`src/verilog/rrr_regs.svh`:
```
// Register offsets, field positions, reset values and codes for the relative/resolution block.
// Assumes a 32-bit classic Wishbone slave with word-aligned registers.
`ifndef RRR_REGS_SVH
`define RRR_REGS_SVH

`define RRR_OFF_CMD        8'h00
`define RRR_OFF_REF_VALUE  8'h04
`define RRR_OFF_REL_EN     8'h08
`define RRR_OFF_STATUS     8'h0C
`define RRR_OFF_IRQ_STAT   8'h10
`define RRR_OFF_IRQ_MASK   8'h14
`define RRR_OFF_REF_QUERY  8'h18
`define RRR_OFF_RES_QUERY  8'h1C
`define RRR_OFF_READING    8'h20

`define RRR_CMD_OP_LSB     0
`define RRR_CMD_FUNC_LSB   4
`define RRR_CMD_PARAM_LSB  8

`define RRR_ST_ERR_BIT     0
`define RRR_ST_CAPSRC_BIT  1
`define RRR_ST_READY_BIT   2

`define RRR_IRQ_DONE_BIT   0
`define RRR_IRQ_ERR_BIT    1
`define RRR_IRQ_READ_BIT   2

`define RRR_REL_EN_RESET   9'h000
`define RRR_RES_RESET      3'h5
`define RRR_RES_MIN        3'h4
`define RRR_RES_MAX        3'h7
`define RRR_NUM_FUNCS      9

`endif

```
`src/verilog/rrr_pkg.sv`:
```
// Types shared by the relative/resolution block.
// Assumes rrr_regs.svh supplies the numeric constants.
package rrr_pkg;

  typedef enum logic [2:0] {
    RRR_OP_NOP     = 3'b000,
    RRR_OP_REL_SET = 3'b001,
    RRR_OP_REF_SET = 3'b010,
    RRR_OP_CAPTURE = 3'b011,
    RRR_OP_RES_SET = 3'b100
  } rrr_op_e;

  typedef enum logic [3:0] {
    RRR_FN_ACI  = 4'b0000,
    RRR_FN_DCI  = 4'b0001,
    RRR_FN_ACV  = 4'b0010,
    RRR_FN_DCV  = 4'b0011,
    RRR_FN_RES2 = 4'b0100,
    RRR_FN_RES4 = 4'b0101,
    RRR_FN_FRQ  = 4'b0110,
    RRR_FN_PRD  = 4'b0111,
    RRR_FN_TMP  = 4'b1000
  } rrr_func_e;

  typedef enum logic [1:0] {
    RRR_ST_IDLE = 2'b00,
    RRR_ST_EXEC = 2'b01,
    RRR_ST_DONE = 2'b10
  } rrr_state_e;

endpackage

```
`src/verilog/rrr_round.sv`:
```
// Rounds a fixed-point resolution parameter to the nearest integer code.
// Assumes an unsigned value with FRAC fraction bits; halves round up.
`timescale 1ns/1ps

module rrr_round #(
  parameter int IN_W = 8,
  parameter int FRAC = 4
) (
  // Fixed-point input
  input  wire logic [IN_W-1:0]      value_i,
  // Rounded integer code, saturated to 3 bits
  output logic      [2:0]           code_o
);

  logic [IN_W:0] sum;
  logic [IN_W:0] whole;

  // Add one half then drop the fraction; wide sum avoids a carry loss
  always_comb begin
    sum   = {1'b0, value_i} + (IN_W+1)'(1 << (FRAC-1));
    whole = sum >> FRAC;
    if (whole > (IN_W+1)'(7)) begin
      code_o = 3'h7;
    end else begin
      code_o = whole[2:0];
    end
  end

endmodule

```
`src/verilog/rrr_sub.sv`:
```
// Signed subtraction of the reference from the measured value.
// Assumes two's complement operands of equal width.
`timescale 1ns/1ps

module rrr_sub #(
  parameter int W = 24
) (
  // Operands
  input  wire logic signed [W-1:0] meas_i,
  input  wire logic signed [W-1:0] ref_i,
  input  wire logic                en_i,
  // Result
  output logic signed      [W-1:0] out_o
);

  // Bypass when relative is off so the raw reading passes through
  always_comb begin
    if (en_i) begin
      out_o = meas_i - ref_i;
    end else begin
      out_o = meas_i;
    end
  end

endmodule

```
`src/verilog/rrr_top.sv`:
```
// Relative reference and display resolution control, reached over classic Wishbone.
// Assumes the measurement chain presents its latest reading, flags and function synchronously.
`timescale 1ns/1ps
`include "rrr_regs.svh"

module rrr_top #(
  parameter int DW   = 24,
  parameter int NF   = `RRR_NUM_FUNCS,
  parameter int FRAC = 4
) (
  // Clock and reset
  input  wire logic          clk_i,
  input  wire logic          rst_i,
  // Wishbone slave
  input  wire logic          cyc_i,
  input  wire logic          stb_i,
  input  wire logic          we_i,
  input  wire logic [7:0]    adr_i,
  input  wire logic [3:0]    sel_i,
  input  wire logic [31:0]   dat_i,
  output logic      [31:0]   dat_o,
  output logic               ack_o,
  // Measurement chain
  input  wire logic [DW-1:0] meas_value_i,
  input  wire logic          meas_valid_i,
  input  wire logic          overflow_indication_i,
  input  wire logic [3:0]    cur_func_i,
  // Processed reading
  output logic [DW-1:0]      reading_o,
  output logic               reading_valid_o,
  // Interrupt
  output logic               irq_o
);

  rrr_pkg::rrr_state_e state_reg;
  logic [NF-1:0]       relative_mode_reg;
  logic [NF-1:0]       capsrc_reg;
  logic [DW-1:0]       ref_prog_reg [NF];
  logic [DW-1:0]       ref_cap_reg  [NF];
  logic [2:0]          res_reg      [NF];
  logic [DW-1:0]       ref_value_reg;
  logic [31:0]         cmd_reg;
  logic                err_reg;
  logic                have_reading_reg;
  logic                last_overflow_indication_reg;
  logic [DW-1:0]       last_meas_reg;
  logic [2:0]          irq_stat_reg;
  logic [2:0]          irq_mask_reg;
  logic                ev_done;
  logic                ev_err;
  logic                cmd_go;
  logic                stat_rd;
  logic [3:0]          cmd_fn;
  logic [2:0]          cmd_op;
  logic [2:0]          res_code;
  logic                cap_bad;
  logic [DW-1:0]       sel_ref;
  logic                sel_en;
  logic [DW-1:0]       sub_out;
  logic [3:0]          q_fn;
  logic                wr_acc;
  logic                rd_acc;

  // Index guard shared by command and query paths
  function automatic logic fn_ok(input logic [3:0] f);
    fn_ok = (f < 4'(NF));
  endfunction

  function automatic logic [DW-1:0] ref_of(input logic [3:0] f, input logic src,
                                           input logic [DW-1:0] p, input logic [DW-1:0] c);
    ref_of = src ? c : p;
  endfunction

  assign wr_acc  = cyc_i && stb_i && !ack_o && we_i;
  assign rd_acc  = cyc_i && stb_i && !ack_o && !we_i;
  assign cmd_go  = wr_acc && (adr_i == `RRR_OFF_CMD) && sel_i[0];
  assign stat_rd = rd_acc && (adr_i == `RRR_OFF_IRQ_STAT);
  assign cmd_op  = cmd_reg[`RRR_CMD_OP_LSB +: 3];
  assign cmd_fn  = cmd_reg[`RRR_CMD_FUNC_LSB +: 4];
  assign q_fn    = cmd_fn;

  // Capture is refused for wrong function, overflow, or no reading yet
  assign cap_bad = !fn_ok(cmd_fn) || (cmd_fn != cur_func_i)
                   || last_overflow_indication_reg || !have_reading_reg;

  // Rounding of the resolution parameter
  rrr_round #(
    .IN_W (8),
    .FRAC (FRAC)
  ) u_round (
    .value_i (cmd_reg[`RRR_CMD_PARAM_LSB +: 8]),
    .code_o  (res_code)
  );

  // Reference and enable for the function being measured
  always_comb begin
    sel_ref = '0;
    sel_en  = 1'b0;
    if (fn_ok(cur_func_i)) begin
      sel_ref = ref_of(cur_func_i, capsrc_reg[cur_func_i],
                       ref_prog_reg[cur_func_i], ref_cap_reg[cur_func_i]);
      sel_en  = relative_mode_reg[cur_func_i];
    end
  end

  rrr_sub #(
    .W (DW)
  ) u_sub (
    .meas_i (meas_value_i),
    .ref_i  (sel_ref),
    .en_i   (sel_en),
    .out_o  (sub_out)
  );

  // Wishbone acknowledge: one cycle after the strobe, dropped the next
  always_ff @(posedge clk_i) begin
    if (rst_i) begin
      ack_o <= 1'b0;
    end else begin
      ack_o <= cyc_i && stb_i && !ack_o;
    end
  end

  // Command and reference value registers
  always_ff @(posedge clk_i) begin
    if (rst_i) begin
      cmd_reg       <= 32'h0000_0000;
      ref_value_reg <= '0;
    end else if (wr_acc) begin
      if (adr_i == `RRR_OFF_CMD) begin
        cmd_reg <= dat_i;
      end
      if (adr_i == `RRR_OFF_REF_VALUE) begin
        ref_value_reg <= dat_i[DW-1:0];
      end
    end
  end

  // Command sequencer: a write to the command register starts one execution
  always_ff @(posedge clk_i) begin
    if (rst_i) begin
      state_reg <= rrr_pkg::RRR_ST_IDLE;
    end else begin
      case (state_reg)
        rrr_pkg::RRR_ST_IDLE: begin
          if (cmd_go) begin
            state_reg <= rrr_pkg::RRR_ST_EXEC;
          end
        end
        rrr_pkg::RRR_ST_EXEC: begin
          state_reg <= rrr_pkg::RRR_ST_DONE;
        end
        rrr_pkg::RRR_ST_DONE: begin
          state_reg <= rrr_pkg::RRR_ST_IDLE;
        end
        default: begin
          state_reg <= rrr_pkg::RRR_ST_IDLE;
        end
      endcase
    end
  end

  // Per-function state, one slice per function
  genvar g;
  generate
    for (g = 0; g < NF; g++) begin : g_fn
      always_ff @(posedge clk_i) begin
        if (rst_i) begin
          relative_mode_reg[g] <= 1'b0;
          capsrc_reg[g]        <= 1'b0;
          ref_prog_reg[g]      <= '0;
          ref_cap_reg[g]       <= '0;
          res_reg[g]           <= `RRR_RES_RESET;
        end else if (state_reg == rrr_pkg::RRR_ST_EXEC && cmd_fn == 4'(g)) begin
          case (cmd_op)
            rrr_pkg::RRR_OP_REL_SET: begin
              relative_mode_reg[g] <= cmd_reg[`RRR_CMD_PARAM_LSB];
            end
            rrr_pkg::RRR_OP_REF_SET: begin
              ref_prog_reg[g] <= ref_value_reg;
              capsrc_reg[g]   <= 1'b0;
            end
            rrr_pkg::RRR_OP_CAPTURE: begin
              // A refused capture touches nothing
              if (!cap_bad) begin
                ref_cap_reg[g] <= last_meas_reg;
                capsrc_reg[g]  <= 1'b1;
              end
            end
            rrr_pkg::RRR_OP_RES_SET: begin
              // Out-of-range codes are ignored so a bad value cannot stick
              if (res_code >= `RRR_RES_MIN && res_code <= `RRR_RES_MAX) begin
                res_reg[g] <= res_code;
              end
            end
            default: begin
            end
          endcase
        end
      end
    end
  endgenerate

  // Latest reading tracking for capture checks
  always_ff @(posedge clk_i) begin
    if (rst_i) begin
      have_reading_reg <= 1'b0;
      last_overflow_indication_reg    <= 1'b0;
      last_meas_reg    <= '0;
    end else if (meas_valid_i) begin
      have_reading_reg <= 1'b1;
      last_overflow_indication_reg    <= overflow_indication_i;
      last_meas_reg    <= meas_value_i;
    end
  end

  // Command error flag, refreshed at each executed command
  always_ff @(posedge clk_i) begin
    if (rst_i) begin
      err_reg <= 1'b0;
    end else if (state_reg == rrr_pkg::RRR_ST_EXEC) begin
      err_reg <= (cmd_op == rrr_pkg::RRR_OP_CAPTURE) ? cap_bad : !fn_ok(cmd_fn);
    end
  end

  assign ev_done = (state_reg == rrr_pkg::RRR_ST_DONE);
  assign ev_err  = ev_done && err_reg;

  // Sticky events; a new event wins over the read that clears
  always_ff @(posedge clk_i) begin
    if (rst_i) begin
      irq_stat_reg <= 3'h0;
    end else begin
      irq_stat_reg <= (stat_rd ? 3'h0 : irq_stat_reg)
                      | {meas_valid_i, ev_err, ev_done};
    end
  end

  // Interrupt mask
  always_ff @(posedge clk_i) begin
    if (rst_i) begin
      irq_mask_reg <= 3'h0;
    end else if (wr_acc && adr_i == `RRR_OFF_IRQ_MASK) begin
      irq_mask_reg <= dat_i[2:0];
    end
  end

  // Registered level interrupt from the next status (read clear and new events applied) and the current mask
  always_ff @(posedge clk_i) begin
    if (rst_i) begin
      irq_o <= 1'b0;
    end else begin
      irq_o <= |((stat_rd ? 3'h0 : irq_stat_reg) & irq_mask_reg)
               | |({meas_valid_i, ev_err, ev_done} & irq_mask_reg);
    end
  end

  // Processed reading output
  always_ff @(posedge clk_i) begin
    if (rst_i) begin
      reading_o       <= '0;
      reading_valid_o <= 1'b0;
    end else begin
      reading_valid_o <= meas_valid_i;
      if (meas_valid_i) begin
        reading_o <= sub_out;
      end
    end
  end

  // Read data; unmapped addresses return zero
  always_ff @(posedge clk_i) begin
    if (rst_i) begin
      dat_o <= 32'h0000_0000;
    end else if (rd_acc) begin
      dat_o <= 32'h0000_0000;
      case (adr_i)
        `RRR_OFF_CMD:       dat_o <= cmd_reg;
        `RRR_OFF_REF_VALUE: dat_o <= 32'(ref_value_reg);
        `RRR_OFF_REL_EN:    dat_o <= 32'(relative_mode_reg);
        `RRR_OFF_STATUS: begin
          dat_o[`RRR_ST_ERR_BIT]   <= err_reg;
          dat_o[`RRR_ST_CAPSRC_BIT] <= fn_ok(q_fn) ? capsrc_reg[q_fn] : 1'b0;
          dat_o[`RRR_ST_READY_BIT] <= have_reading_reg;
        end
        `RRR_OFF_IRQ_STAT:  dat_o <= {29'h0, irq_stat_reg};
        `RRR_OFF_IRQ_MASK:  dat_o <= {29'h0, irq_mask_reg};
        `RRR_OFF_REF_QUERY: begin
          if (fn_ok(q_fn)) begin
            dat_o <= 32'(ref_of(q_fn, capsrc_reg[q_fn],
                                ref_prog_reg[q_fn], ref_cap_reg[q_fn]));
          end
        end
        `RRR_OFF_RES_QUERY: begin
          if (fn_ok(q_fn)) begin
            dat_o <= {29'h0, res_reg[q_fn]};
          end
        end
        `RRR_OFF_READING:   dat_o <= 32'(reading_o);
        default: begin
        end
      endcase
    end
  end

endmodule

```
`config.mk`:
```
export PLATFORM = sky130hd
export DESIGN_NAME = rrr_top
export DESIGN_NICKNAME = d
export VERILOG_FILES = /design/src/verilog/rrr_pkg.sv /design/src/verilog/rrr_round.sv /design/src/verilog/rrr_sub.sv /design/src/verilog/rrr_top.sv
export VERILOG_INCLUDE_DIRS = /design/src /design/src/verilog
export SDC_FILE = /design/constraint.sdc
export NUM_CORES = 1
export LEC_CHECK = 0
export BUFFER_PORTS_ARGS = -buffer_cell sky130_fd_sc_hd__buf_2
export CAP_MARGIN = 20
export CORE_MARGIN = 4
export CORE_UTILIZATION = 56
export CTS_BUF_LIST = sky130_fd_sc_hd__clkbuf_16
export CTS_CLUSTER_SIZE = 30
export DETAILED_ROUTE_END_ITERATION = 12
export GPL_ROUTABILITY_DRIVEN = 0
export GPL_TIMING_DRIVEN = 0
export HOLD_SLACK_MARGIN = 0.1
export PLACE_DENSITY_LB_ADDON = 0.08
export SYNTH_ARGS = -nofsm -noshare
export SYNTH_HDL_FRONTEND = slang
export SYNTH_SLANG_ARGS = --single-unit
```
`constraint.sdc`:
```
create_clock -name clk_i -period 4.66 [get_ports clk_i]
set_input_delay 0.699 -clock clk_i [delete_from_list [all_inputs] [get_ports clk_i]]
set_output_delay 0.699 -clock clk_i [all_outputs]
set_load 0.005 [all_outputs]
```
==> impl_results.md <==
- DIE AREA: 62500 µm²
- Fmax achieved: 0.218 GHz
- Crit end category: flop
- Max_cap viols: 0
- Fraction of registers with async set/reset: 0%
- Predominant post-synthesis flop cell: edfxtp_1
- Mux cell area share after synthesis: 20.1%
- Antenna violations before repair: 0
- Placed Instances: 3540
- 1st-iter DRT viols: 3280
- Starting Density: 56.8%
- Clock Tree Root: clkbuf_16
- Count of different cell masters after synthesis: 78
- DRT Pass-1 Iters: 8
- Fill cells: 4438
- Largest family of logic cells by synthesized area: multiplexers
- Setup-failing EPs final: 0
- I/O pin count: 138
- Critical path class: in2reg
- Nets: 2951
- Post-Route Skew: 20.6 ps
- Share of layout cells above drive strength 1: 21.2%
- Synth Area in XOR/XNOR: 0.320%
- Clock slew at reported path FFs: 60 ps
- Grt ovf: 0
- Leak pwr: 12.9 nW
- Compound-Gate Fraction of Synth Area: 7.63%
- Drc violations: 0
- Global-route wire length before repair: 158000 µm
- I/O Buffers: 129
- Final setup TNS: 0 ps
- Sink Count: 631
- Global-route usage over all layers: 34.6%
- Post-synth EDFFs: 459
- WL/cell: 30.2 µm
- Max VDD drop: 303 µV
- Site Rows: 88
- CTS H-tree depth: 3
- Largest cells by area after synthesis: edfxtp_1 42%, mux4_2 16%, dfxtp_1 10%
- HP Class: in2reg
- Antenna cells: 0
- CP max FO: 10
- Non-filler cells, final: 3663
- RSZ-0062 raised after global routing: false
- Reg area: 17200 µm²
- Ys Warns: 0
- Avg Cell Area, Syn: 12.5 µm²
- Yosys top cell by area: edfxtp_1
- Vias: 24300
- Cts-stage hold buffer count: 0
- Synth top area share: 42.0%
- Post-DP HPWL: 84100 µm
- Post-synthesis cell area: 32800 µm²
- #FFs+latches synth: 631
- Skew-Pair Late Insertion Delay: 610 ps
- Final Hold Viols: 0
- Fin. max-slew vios: 0
- Synth Area in Adders: 1.01%
- PD cells: 342 nW/µm²
- Inserted Clock Buffers: 69
- Synth-to-Final Area Change: 13.4%
- Worst R2R Setup Slack: 170 ps
- Multi-input gate area: 14800 µm²
- Final worst path period need: 4600 ps
- Seq/Total Area, Yosys: 52.5%
- Die H: 250 µm
- Cells after synthesis: 2624
- Fin crit share: 98.6%
- Core Region: 57800 µm²
- CTS tree: yes
- Status: completed
- Vias in the first global route: 24000
- Crit path required time: 5180 ps
- Total power: 0.0127 W
- Slew margin rel.: 26.8%
- DIE WIDTH: 250 µm
- Share of synthesized cell area in and, or, nand and nor gates: 15.4%
- Largest net degree at the start of global routing: 25
- ANT nets after route: 0
- Final wirelength: 111000 µm
- Crit start category: primary input
- CP arrival: 5120 ps
- CTS Buffer Depth: 3
- Slew at the pin closest to its max-slew limit: 1100 ps
- Vias per cell: 6.64
cell usage after synthesis, types with 20 or more instances:
master	n
a21oi_1	148
and2_1	437
buf_2	37
clkbuf_1	142
dfxtp_1	172
edfxtp_1	459
ha_1	25
mux2_2	24
mux2i_1	117
mux4_2	226
nand2_1	230
nand2b_1	20
nand3_1	22
nor2_1	149
o21ai_0	57
o21ai_1	22
o22a_1	23
layout make-up:
type,count,share of cell area (%)
Timing Repair Buffer,144,2.58
Clock inverter,50,0.810
Multi-Input combinational cell,1767,39.7
Clock buffer,73,4.91
Inverter,18,0.181
Sequential cell,631,46.3
Buffer,215,2.97
Tap cell,765,2.57
logic make-up after synthesis:
| group | Yosys count |
|---|---|
| AND/OR/NAND/NOR | 960 |
| adder cells (fa/ha/maj) | 26 |
| multiplexers | 369 |
| XOR/XNOR | 12 |
| other | 1 |
| AO/OA/AOI/OAI | 391 |
| flip-flops | 631 |
| buffers and inverters | 234 |
cells in the final DEF, fill, tap and decap left out, drive strengths merged, types with 8 or more instances in the layout:
| master | n |
|---|---|
| a211oi | 9 |
| and2 | 439 |
| nand4 | 18 |
| nor2b | 16 |
| o21bai | 10 |
| nand3 | 22 |
| a31oi | 11 |
| a311oi | 13 |
| a21o | 16 |
| mux2 | 24 |
| dfxtp | 172 |
| nand2b | 20 |
| clkinv | 30 |
| edfxtp | 459 |
| or3 | 11 |
| a21oi | 148 |
| a22oi | 8 |
| mux2i | 117 |
| mux4 | 228 |
| nor2 | 158 |
| o22a | 23 |
| buf | 199 |
| o21ai | 81 |
| inv | 34 |
| nand2 | 230 |
| a222oi | 17 |
| ha | 25 |
| nor3 | 15 |
| conb | 9 |
| xnor2 | 8 |
| clkbuf | 232 |
worst max-delay path: stages:
cell and delay [ps]:
buf_2 170, buf_6 220, buf_4 260, clkbuf_4 310
mux4_2 390, mux2_2 290, a21oi_1 270, o22a_2 290
ha_1 250, nor2b_1 160, o2111ai_2 320, a211oi_1 150
o41a_1 480, o21ba_1 260, o21ai_1 110, or3b_1 350
a21oi_1 130
metal layers:
metal / GRT usage, % / vias to the layer above / wire [µm] / share of wire (%)
met5: 0.695 / - / 47 / 0.042
met4: 16.0 / 2 / 6220 / 5.6
met3: 7.41 / 324 / 11500 / 10
met2: 54.8 / 1556 / 51800 / 47
met1: 46.5 / 12200 / 41200 / 37
li1: - / 10300 / - / -
stage by stage:
stage	worst slack [ps]	cell area [µm²]	hold WS, ps	utilization, %
after floorplan	197	32900	425	-
after global placement	-1800	34500	439	59.6
after detailed placement	-1940	34800	447	60.2
after CTS	2.22	37100	315	64.2
after global routing	9.93	37200	335	64.4
final	63.9	37200	340	64.4
timing repair:
action | in CTS | in global routing
gates cloned | 0 | 0
endpoints found under the setup margin | 20 | 10
buffers inserted | 1 | 0
endpoints found under the hold margin | 0 | 0
pin swaps | 1 | 0
resized for setup | 74 | 42
path summary, 6_finish.rpt:
check / endpoint / startpoint / depth (start not counted)
min reg2reg: cmd_reg[18]$_SDFFE_PP0P_ / cmd_reg[18]$_SDFFE_PP0P_ / 2
max: reading_o[17]$_SDFFE_PP0P_ / cur_func_i[1] / 17
min: cmd_reg[31]$_SDFFE_PP0P_ / dat_i[31] / 3
max reg2reg: reading_o[17]$_SDFFE_PP0P_ / capsrc_reg[7]$_SDFFE_PP0P_ / 14
power breakdown:
| group | switching [W] | internal (W) |
|---|---|---|
| combinational | 0.000653 | 0.000450 |
| clock | 0.00225 | 0.00303 |
| sequential | 0.000146 | 0.00621 |
(Power assumes the default switching activity.)
